--- src/rtl/vrs_params.svh ---
// Constants for the vector and reset select block: offsets, fields, vectors, reset values.
`ifndef VRS_PARAMS_SVH
`define VRS_PARAMS_SVH

// ----------------------------------------------------------------------------
// Register bus geometry and register indices.
// ----------------------------------------------------------------------------
`define VRS_ADDR_W      4
`define VRS_DATA_W      16
`define VRS_REG_ENABLE  4'h0
`define VRS_REG_PIN_EN  4'h1
`define VRS_REG_STATUS  4'h2
`define VRS_REG_MASK    4'h3
`define VRS_REG_VECTOR  4'h4
`define VRS_REG_SOURCE  4'h5

// ----------------------------------------------------------------------------
// Bit positions inside the enable register.
// ----------------------------------------------------------------------------
`define VRS_EN_LOCK     0
`define VRS_EN_SCM      1
`define VRS_EN_CC       2
`define VRS_EN_CBE      3
`define VRS_EN_WUP      4
`define VRS_EN_CSC      5
`define VRS_EN_OVR      6
`define VRS_EN_RXF      7
`define VRS_EN_TXE_LO   8
`define VRS_EN_TXE_HI   10
`define VRS_EN_SDN      11
`define VRS_EN_LVI      12
`define VRS_EN_RTI      13
`define VRS_EN_W        14

// ----------------------------------------------------------------------------
// Event positions, in falling priority, shared by status, mask and requests.
// ----------------------------------------------------------------------------
`define VRS_EV_RTI      0
`define VRS_EV_LOCK     1
`define VRS_EV_SCM      2
`define VRS_EV_FLASH    3
`define VRS_EV_WUP      4
`define VRS_EV_ERR      5
`define VRS_EV_RX       6
`define VRS_EV_TX       7
`define VRS_EV_PORTP    8
`define VRS_EV_SDN      9
`define VRS_EV_LVI      10
`define VRS_EV_N        11
`define VRS_PIN_N       8
`define VRS_TXE_N       3
`define VRS_SRC_N       5

// ----------------------------------------------------------------------------
// Vector addresses.
// ----------------------------------------------------------------------------
`define VRS_VEC_POR     16'hFFFE
`define VRS_VEC_CLKMON  16'hFFFC
`define VRS_VEC_WDOG    16'hFFFA
`define VRS_VEC_RTI     16'hFFF0
`define VRS_VEC_LOCK    16'hFFC6
`define VRS_VEC_SCM     16'hFFC4
`define VRS_VEC_FLASH   16'hFFB8
`define VRS_VEC_WUP     16'hFFB6
`define VRS_VEC_ERR     16'hFFB4
`define VRS_VEC_RX      16'hFFB2
`define VRS_VEC_TX      16'hFFB0
`define VRS_VEC_PORTP   16'hFF8E
`define VRS_VEC_SDN     16'hFF8C
`define VRS_VEC_LVI     16'hFF8A
`define VRS_VEC_NONE    16'h0000

// ----------------------------------------------------------------------------
// Reset values.
// ----------------------------------------------------------------------------
`define VRS_ENABLE_RST  14'h0000
`define VRS_PIN_RST     8'h00
`define VRS_EV_RST      11'h000
`define VRS_DATA_RST    16'h0000
`define VRS_SRC_RST     5'h00

`endif

--- src/rtl/vrs_pkg.sv ---
// Types shared by the vector and reset select block.
`default_nettype none
`include "vrs_params.svh"

package vrs_pkg;

   // -------------------------------------------------------------------------
   // Common word types.
   // -------------------------------------------------------------------------
   typedef logic [`VRS_DATA_W-1:0] vrs_vec_t;
   typedef logic [`VRS_ADDR_W-1:0] vrs_addr_t;
   typedef logic [`VRS_EV_N-1:0]   vrs_ev_t;
   typedef logic [`VRS_SRC_N-1:0]  vrs_src_t;

   // Reset sources in the order they sit in a source vector.
   typedef enum logic [2:0] {
      VRS_SRC_POR,
      VRS_SRC_EXT,
      VRS_SRC_LVR,
      VRS_SRC_CLKMON,
      VRS_SRC_WDOG
   } vrs_src_e;

endpackage : vrs_pkg

`default_nettype wire

--- src/rtl/vrs_sync_if.sv ---
// Interface carrying raw and cleaned reset source levels to the synchroniser.
`timescale 1ns/10ps
`default_nettype none
`include "vrs_params.svh"

interface vrs_sync_if;
   logic [`VRS_SRC_N-1:0] raw;
   logic [`VRS_SRC_N-1:0] clean;

   modport syncer (input raw, output clean);
   modport user   (output raw, input clean);
endinterface : vrs_sync_if

`default_nettype wire

--- src/rtl/vrs_sync.sv ---
// Three-stage synchroniser with agreement filter for the reset source levels.
`timescale 1ns/10ps
`default_nettype none
`include "vrs_params.svh"

module vrs_sync (
   input  wire logic   clk,
   input  wire logic   rst_b,
   input  wire logic   ce,
   vrs_sync_if.syncer  sif
);

   logic [`VRS_SRC_N-1:0] s1_q;
   logic [`VRS_SRC_N-1:0] s2_q;
   logic [`VRS_SRC_N-1:0] s3_q;
   logic [`VRS_SRC_N-1:0] clean_q;

   // -------------------------------------------------------------------------
   // Shift chain; only the second stage reads the first.
   // -------------------------------------------------------------------------
   always_ff @(posedge clk or negedge rst_b) begin
      if (!rst_b) begin
         s1_q <= `VRS_SRC_RST;
         s2_q <= `VRS_SRC_RST;
         s3_q <= `VRS_SRC_RST;
      end else if (ce) begin
         s1_q <= sif.raw;
         s2_q <= s1_q;
         s3_q <= s2_q;
      end
   end

   // A bit changes only when the last two stages agree, so one-cycle glitches are dropped.
   always_ff @(posedge clk or negedge rst_b) begin
      if (!rst_b) begin
         clean_q <= `VRS_SRC_RST;
      end else if (ce) begin
         clean_q <= (s3_q & ~(s2_q ^ s3_q)) | (clean_q & (s2_q ^ s3_q));
      end
   end

   assign sif.clean = clean_q;

endmodule : vrs_sync

`default_nettype wire

--- src/rtl/vrs_top.sv ---
// Interrupt vector and reset vector selection with enable, status and mask registers.
`timescale 1ns/10ps
`default_nettype none
`include "vrs_params.svh"

module vrs_top (
   input  wire logic                      clk,
   input  wire logic                      rst_b,
   input  wire logic                      ce,
   input  wire logic [`VRS_ADDR_W-1:0]    addr,
   input  wire logic [`VRS_DATA_W-1:0]    wr_data,
   input  wire logic                      wr_en,
   input  wire logic                      rd_en,
   output logic      [`VRS_DATA_W-1:0]    rd_data_q,
   input  wire logic                      i_bit,
   input  wire logic                      rti_flag,
   input  wire logic                      lock_flag,
   input  wire logic                      self_clock_flag,
   input  wire logic                      cmd_complete_flag,
   input  wire logic                      cmd_buffer_empty_flag,
   input  wire logic                      can_wakeup_flag,
   input  wire logic                      can_status_change_flag,
   input  wire logic                      can_overrun_flag,
   input  wire logic                      can_rx_full_flag,
   input  wire logic [`VRS_TXE_N-1:0]     can_tx_empty_flags,
   input  wire logic [`VRS_PIN_N-1:0]     port_p_flags,
   input  wire logic                      shutdown_flag,
   input  wire logic                      low_voltage_indication,
   input  wire logic                      por_req,
   input  wire logic                      reset_pin_b,
   input  wire logic                      low_voltage_reset_req,
   input  wire logic                      clock_monitor_req,
   input  wire logic                      watchdog_req,
   output logic      [`VRS_DATA_W-1:0]    vec_addr_q,
   output logic                           vec_valid_q,
   output logic                           vec_is_reset_q,
   output logic                           irq_q
);

   // ----------------------------------------------------------------------------
   // Declarations.
   // ----------------------------------------------------------------------------
   logic [`VRS_EN_W-1:0]   enable_q;
   logic [`VRS_PIN_N-1:0]  pin_en_q;
   vrs_pkg::vrs_ev_t       status_q;
   vrs_pkg::vrs_ev_t       mask_q;
   vrs_pkg::vrs_ev_t       req_prev_q;
   vrs_pkg::vrs_ev_t       req;
   vrs_pkg::vrs_ev_t       status_d;
   vrs_pkg::vrs_src_t      rst_src;
   logic                   rst_any;
   logic                   status_rd;
   vrs_pkg::vrs_vec_t      vec_d;

   vrs_sync_if sif ();

   // ----------------------------------------------------------------------------
   // Functions.
   // ----------------------------------------------------------------------------

   // Reset vector by priority; power-on, pin and low voltage share priority one.
   function automatic vrs_pkg::vrs_vec_t pick_rst(input vrs_pkg::vrs_src_t src);
      vrs_pkg::vrs_vec_t v;
      v = `VRS_VEC_NONE;
      if (src[vrs_pkg::VRS_SRC_POR] || src[vrs_pkg::VRS_SRC_EXT] ||
          src[vrs_pkg::VRS_SRC_LVR]) begin
         v = `VRS_VEC_POR;
      end else if (src[vrs_pkg::VRS_SRC_CLKMON]) begin
         v = `VRS_VEC_CLKMON;
      end else if (src[vrs_pkg::VRS_SRC_WDOG]) begin
         v = `VRS_VEC_WDOG;
      end
      return v;
   endfunction : pick_rst

   // Interrupt vector of the highest priority request; only listed slots exist.
   function automatic vrs_pkg::vrs_vec_t pick_irq(input vrs_pkg::vrs_ev_t r);
      vrs_pkg::vrs_vec_t v;
      v = `VRS_VEC_NONE;
      if (r[`VRS_EV_RTI]) begin
         v = `VRS_VEC_RTI;
      end else if (r[`VRS_EV_LOCK]) begin
         v = `VRS_VEC_LOCK;
      end else if (r[`VRS_EV_SCM]) begin
         v = `VRS_VEC_SCM;
      end else if (r[`VRS_EV_FLASH]) begin
         v = `VRS_VEC_FLASH;
      end else if (r[`VRS_EV_WUP]) begin
         v = `VRS_VEC_WUP;
      end else if (r[`VRS_EV_ERR]) begin
         v = `VRS_VEC_ERR;
      end else if (r[`VRS_EV_RX]) begin
         v = `VRS_VEC_RX;
      end else if (r[`VRS_EV_TX]) begin
         v = `VRS_VEC_TX;
      end else if (r[`VRS_EV_PORTP]) begin
         v = `VRS_VEC_PORTP;
      end else if (r[`VRS_EV_SDN]) begin
         v = `VRS_VEC_SDN;
      end else if (r[`VRS_EV_LVI]) begin
         v = `VRS_VEC_LVI;
      end
      return v;
   endfunction : pick_irq

   // ----------------------------------------------------------------------------
   // Reset source synchronisation; the pin is active low and inverted here.
   // ----------------------------------------------------------------------------
   assign sif.raw = {watchdog_req, clock_monitor_req, low_voltage_reset_req,
                     ~reset_pin_b, por_req};

   vrs_sync u_sync (
      .clk   (clk),
      .rst_b (rst_b),
      .ce    (ce),
      .sif   (sif)
   );

   assign rst_src = sif.clean;
   assign rst_any = |rst_src;

   // ----------------------------------------------------------------------------
   // Local enables gate each source before the I bit is applied.
   // ----------------------------------------------------------------------------
   always_comb begin
      req = `VRS_EV_RST;
      req[`VRS_EV_RTI]   = rti_flag & enable_q[`VRS_EN_RTI];
      req[`VRS_EV_LOCK]  = lock_flag & enable_q[`VRS_EN_LOCK];
      req[`VRS_EV_SCM]   = self_clock_flag & enable_q[`VRS_EN_SCM];
      req[`VRS_EV_FLASH] = (cmd_complete_flag & enable_q[`VRS_EN_CC]) |
                           (cmd_buffer_empty_flag & enable_q[`VRS_EN_CBE]);
      req[`VRS_EV_WUP]   = can_wakeup_flag & enable_q[`VRS_EN_WUP];
      req[`VRS_EV_ERR]   = (can_status_change_flag & enable_q[`VRS_EN_CSC]) |
                           (can_overrun_flag & enable_q[`VRS_EN_OVR]);
      req[`VRS_EV_RX]    = can_rx_full_flag & enable_q[`VRS_EN_RXF];
      req[`VRS_EV_TX]    = |(can_tx_empty_flags &
                             enable_q[`VRS_EN_TXE_HI:`VRS_EN_TXE_LO]);
      req[`VRS_EV_PORTP] = |(port_p_flags & pin_en_q);
      req[`VRS_EV_SDN]   = shutdown_flag & enable_q[`VRS_EN_SDN];
      req[`VRS_EV_LVI]   = low_voltage_indication & enable_q[`VRS_EN_LVI];
   end

   // ----------------------------------------------------------------------------
   // Vector selection: resets ignore the I bit, everything else is masked by it.
   // ----------------------------------------------------------------------------
   always_comb begin
      if (rst_any) begin
         vec_d = pick_rst(rst_src);
      end else if (!i_bit) begin
         vec_d = pick_irq(req);
      end else begin
         vec_d = `VRS_VEC_NONE;
      end
   end

   // The vector is registered so the core sees a stable address one cycle on.
   always_ff @(posedge clk or negedge rst_b) begin
      if (!rst_b) begin
         vec_addr_q     <= `VRS_VEC_NONE;
         vec_valid_q    <= 1'b0;
         vec_is_reset_q <= 1'b0;
      end else if (ce) begin
         vec_addr_q     <= vec_d;
         vec_valid_q    <= (vec_d != `VRS_VEC_NONE);
         vec_is_reset_q <= rst_any;
      end
   end

   // ----------------------------------------------------------------------------
   // Software registers. A reset source clears them; memory is never touched here.
   // ----------------------------------------------------------------------------
   always_ff @(posedge clk or negedge rst_b) begin
      if (!rst_b) begin
         enable_q <= `VRS_ENABLE_RST;
         pin_en_q <= `VRS_PIN_RST;
         mask_q   <= `VRS_EV_RST;
      end else if (ce) begin
         if (rst_any) begin
            enable_q <= `VRS_ENABLE_RST;
            pin_en_q <= `VRS_PIN_RST;
            mask_q   <= `VRS_EV_RST;
         end else if (wr_en) begin
            if (addr == `VRS_REG_ENABLE) begin
               enable_q <= wr_data[`VRS_EN_W-1:0];
            end else if (addr == `VRS_REG_PIN_EN) begin
               pin_en_q <= wr_data[`VRS_PIN_N-1:0];
            end else if (addr == `VRS_REG_MASK) begin
               mask_q <= wr_data[`VRS_EV_N-1:0];
            end
         end
      end
   end

   // ----------------------------------------------------------------------------
   // Sticky event status. A new request in the clearing cycle survives the read.
   // ----------------------------------------------------------------------------
   assign status_rd = rd_en && (addr == `VRS_REG_STATUS);

   always_comb begin
      status_d = status_rd ? `VRS_EV_RST : status_q;
      status_d = status_d | (req & ~req_prev_q);
   end

   always_ff @(posedge clk or negedge rst_b) begin
      if (!rst_b) begin
         status_q   <= `VRS_EV_RST;
         req_prev_q <= `VRS_EV_RST;
      end else if (ce) begin
         req_prev_q <= req;
         status_q   <= rst_any ? `VRS_EV_RST : status_d;
      end
   end

   // Level interrupt registered from the next status value so it tracks the clear exactly.
   always_ff @(posedge clk or negedge rst_b) begin
      if (!rst_b) begin
         irq_q <= 1'b0;
      end else if (ce) begin
         irq_q <= !rst_any && |(status_d & mask_q);
      end
   end

   // ----------------------------------------------------------------------------
   // Read data, valid only in the cycle after the strobe; unmapped reads give zero.
   // ----------------------------------------------------------------------------
   always_ff @(posedge clk or negedge rst_b) begin
      if (!rst_b) begin
         rd_data_q <= `VRS_DATA_RST;
      end else if (ce) begin
         rd_data_q <= `VRS_DATA_RST;
         if (rd_en) begin
            if (addr == `VRS_REG_ENABLE) begin
               rd_data_q <= {{(`VRS_DATA_W-`VRS_EN_W){1'b0}}, enable_q};
            end else if (addr == `VRS_REG_PIN_EN) begin
               rd_data_q <= {{(`VRS_DATA_W-`VRS_PIN_N){1'b0}}, pin_en_q};
            end else if (addr == `VRS_REG_STATUS) begin
               rd_data_q <= {{(`VRS_DATA_W-`VRS_EV_N){1'b0}}, status_q};
            end else if (addr == `VRS_REG_MASK) begin
               rd_data_q <= {{(`VRS_DATA_W-`VRS_EV_N){1'b0}}, mask_q};
            end else if (addr == `VRS_REG_VECTOR) begin
               rd_data_q <= vec_addr_q;
            end else if (addr == `VRS_REG_SOURCE) begin
               rd_data_q <= {{(`VRS_DATA_W-`VRS_SRC_N){1'b0}}, rst_src};
            end
         end
      end
   end
endmodule : vrs_top

`default_nettype wire

--- config.mk ---
export PLATFORM = sky130hd
export DESIGN_NAME = vrs_top
export DESIGN_NICKNAME = d
export VERILOG_FILES = /design/src/rtl/vrs_pkg.sv /design/src/rtl/vrs_sync_if.sv /design/src/rtl/vrs_sync.sv /design/src/rtl/vrs_top.sv
export VERILOG_INCLUDE_DIRS = /design/src /design/src/rtl
export SDC_FILE = /design/constraint.sdc
export NUM_CORES = 1
export LEC_CHECK = 0
export BUFFER_PORTS_ARGS = -buffer_cell sky130_fd_sc_hd__buf_2
export CORE_ASPECT_RATIO = 1.1
export CORE_MARGIN = 8
export CORE_UTILIZATION = 45
export CTS_BUF_LIST = sky130_fd_sc_hd__clkbuf_16
export CTS_CLUSTER_DIAMETER = 120
export DETAILED_ROUTE_END_ITERATION = 10
export GPL_TIMING_DRIVEN = 0
export PLACE_DENSITY = 0.67
export SYNTH_ARGS = -nofsm -noshare
export SYNTH_HDL_FRONTEND = slang
export SYNTH_SLANG_ARGS = --single-unit
--- constraint.sdc ---
create_clock -name clk -period 2.91 [get_ports clk]
set_input_delay 0.291 -clock clk [delete_from_list [all_inputs] [get_ports clk]]
set_output_delay 0.291 -clock clk [all_outputs]
set_load 0.005 [all_outputs]
==> qor.txt <==
Largest net degree at the start of global routing: 56
All-Layer GR Usage: 0.222
Overflow after GRT: 0
RePlAce Congestion: 0.946
Core area: 10300 sq um
Area Overhead vs Synth: 20.1%
Fraction of layout cells with a size suffix above 1: 0.258
Drt drc: 0
Hold crit path type: in -> reg
Sequential-to-total area share from yosys stat: 0.519
CTS root buf: clkbuf_16
Maximum level of the CTS H-tree: 3
Total wire length: 14.9 mm
Post-Syn Area: 4780 sq um
Net switching power: 0.867 mW
Row count: 39
RSZ-0062 raised after global routing: no
Distinct cells, synth: 58
Synth top area cells: dfrtp_1, a22o_1, mux2i_1, nand2_1, o21ai_0
Global-route wire length before repair: 23.9 mm
Outcome: complete, no violations
CP Max Fanout: 6
Worst slew margin: 0.309
Fin Clk Skew: 0.00774 ns
Int Pwr: 2.50 mW
Post-route insts no fill: 693
PortBufs: 81
F_max: 432 MHz
Combinational power share: 0.137
Register area: 2480 sq um
Post-CTS setup buffers: 0
Crit share post-route: 0.796
Initial antenna violation count: 0
Clock latency on the worst-skew pair: 0.35 ns
CP max stage delay: 0.91 ns
Met2 WL: 6.76 mm
Nets: 598
Iter 0 DRT Violations: 335
Critical path arrival: 2.52 ns
DR vias: 4164
Leak Pwr: 2.71 nW
Critical path's most frequent cell: a21oi_1
Crit-path leading delay family: compound AO/OA/AOI/OAI gates
EDFF count, synth: 0
Placed Cells: 676
CTS tree: yes
Worst path bufs/invs: 0
Sw Share: 0.258
Final-report hold violation count: 0
# IOs: 88
Top_reg_cell synth: dfrtp_1
FILL cells: 954
Clock transition at path regs: 0.07 ns
Hold_buf cts: 1
Startpoint Class: register
Syn Inst Count: 451
Diode count: 0
Pwr/cell area: 587 nW/um^2
Die height: 124 microns
Detailed Routing Iterations Pass 1: 5
CP endpoint kind: register
Uppermost layer routed: met4
Critical Path RT: 3.12 ns
Met3 wire length: 1.41 mm
Avg Inst Size Synth: 10.6 sq um
Worst vdd ir: 272 uV
Yosys reg bits: 99
Die Width: 114 microns
Met1 wire length: 6.25 mm
Multi-input gate area: 2020 sq um
WS Path Type: reg -> reg
Min Tclk post-route: 2.32 ns
Starting Density: 0.462
Synth top area share: 0.519
Critical path, cell by cell: a222oi_1 > nand4_1 > nand4bb_1 > a21oi_1 > a21oi_1
Synthesized Nets: 504
Max Cap Viol: 0
Post_cts resized: 0
Yosys warnings: 0
Cts bufs inserted: 9
Vias in the first global route: 4233
Flop pwr share: 0.465
Worst-Margin Slew: 1.04 ns
Antenna Nets Post-Route: 0
Final Slew Violations: 0
Post-DR vias/cell: 6.01
Clk pwr share: 0.398
Post-synth ARST share: 1.00
Overall die area: 14200 sq um
DPL Wire Length: 11.0 mm
Wirelength per Cell: 21.5 microns
# setup viols final: 0
Longest Clk Path Bufs: 2
Slowest cell on crit path: a222oi_1
Clock sinks: 99
Total negative slack: 0 ns
Yosys top cell by area: dfrtp_1
## synthesized netlist by cell type (2+ instances only)
cell and number:
dfrtp_1 99, a22o_1 46, nand2_1 39, nor2_1 33, o21ai_0 28, a21oi_1 27
mux2i_1 15, buf_4 14, a22oi_1 13, inv_1 12, clkbuf_1 11, mux2_2 10
buf_2 8, a21o_1 6, o2bb2ai_1 6, and2_1 5, nand3_1 5, a222oi_1 4
a31oi_1 4, a211oi_1 3, a221o_1 3, and3_1 3, buf_6 3, nor2b_1 3
o2111ai_1 3, o21ai_1 3, o22ai_1 3, or3_1 3, and4_1 2, buf_1 2
nand2b_1 2, nand4b_1 2, nor3_1 2, nor3_4 2, nor3b_1 2, o221ai_1 2
o22a_1 2
## path summary, 6_finish.rpt
check                                         startpoint                    endpoint  slack [ns]  cells after the start
worst max-delay path             enable_q[8]$_DFFE_PN0P_  vec_addr_q[14]$_DFFE_PN0P_        0.59                      5
worst max register to register   enable_q[8]$_DFFE_PN0P_  vec_addr_q[14]$_DFFE_PN0P_        0.59                      5
max in group asynchronous                          rst_b    enable_q[10]$_DFFE_PN0P_        1.75                      3
worst min-delay path                         reset_pin_b  u_sync.s1_q[1]$_DFFE_PN0P_        0.12                      2
worst min register to register  rd_data_q[7]$_DFFE_PN0P_    rd_data_q[7]$_DFFE_PN0P_        0.48                      1
min in group asynchronous                          rst_b   req_prev_q[1]$_DFFE_PN0P_        0.50                      2
## state kept, by name, indices dropped and copies added, names as in the netlist, named ones only
register and cells:
enable_q 14, irq_q 1, mask_q 11, pin_en_q 8
rd_data_q 15, req_prev_q 11, status_q 11, u_sync.s1_q 5
u_sync.s2_q 5, u_sync.s3_q 5, vec_addr_q 6, vec_is_reset_q 1
vec_valid_q 1
## area by class of cell
class	count	area share
Tap cell	143	0.0312
Timing Repair Buffer	83	0.0777
Clock inverter	7	0.0190
Buffer	38	0.0397
Clock buffer	9	0.0393
Multi-Input combinational cell	301	0.353
Sequential cell	99	0.432
Inverter	13	0.00851
## per-stage QoR
| stage | power (mW) | cell area [sq um] | utilization | setup WS, ns | hold slack, ns |
|---|---|---|---|---|---|
| after floorplan | 1.81 | 4780 | - | 1.03 | -0.00459 |
| after global routing | 3.50 | 5740 | 0.554 | 0.458 | 0.141 |
| after CTS | 3.38 | 5740 | 0.554 | 0.621 | 0.120 |
| after detailed placement | 2.05 | 5390 | 0.521 | 0.638 | 0.334 |
| after global placement | 2.03 | 5360 | 0.518 | 0.522 | 0.463 |
| final | 3.37 | 5740 | 0.554 | 0.594 | 0.123 |
## placed cells by master (no fill, tap or decap), types with 14 or more instances in the layout
cell type	instances
a21oi_1	27
a22o_1	46
buf_2	88
buf_4	15
dfrtp_1	99
inv_1	14
mux2i_1	15
nand2_1	39
nor2_1	33
o21ai_0	28
## power groups by stage
stage / Combinational [mW] / Sequential (mW) / Clock [mW]
after floorplan: 0.252 / 1.56 / 0
after global placement: 0.445 / 1.59 / 0
after detailed placement: 0.460 / 1.59 / 0
after CTS: 0.463 / 1.56 / 1.35
after global routing: 0.511 / 1.58 / 1.41
final: 0.460 / 1.57 / 1.34
## cells by family after synthesis
family | share of synthesized area
muxes | 0.0597
DFF | 0.519
and+or+nand+nor | 0.119
buffers and inverters | 0.0579
other | 0.000785
AOI/OAI and AO/OA | 0.244
## metal layers
layer / up-vias / track usage
met5: - / 0
met4: 0 / 0.106
met3: 37 / 0.0533
met2: 228 / 0.344
met1: 2039 / 0.289
li1: 1860 / -
(Power assumes the default switching activity.)
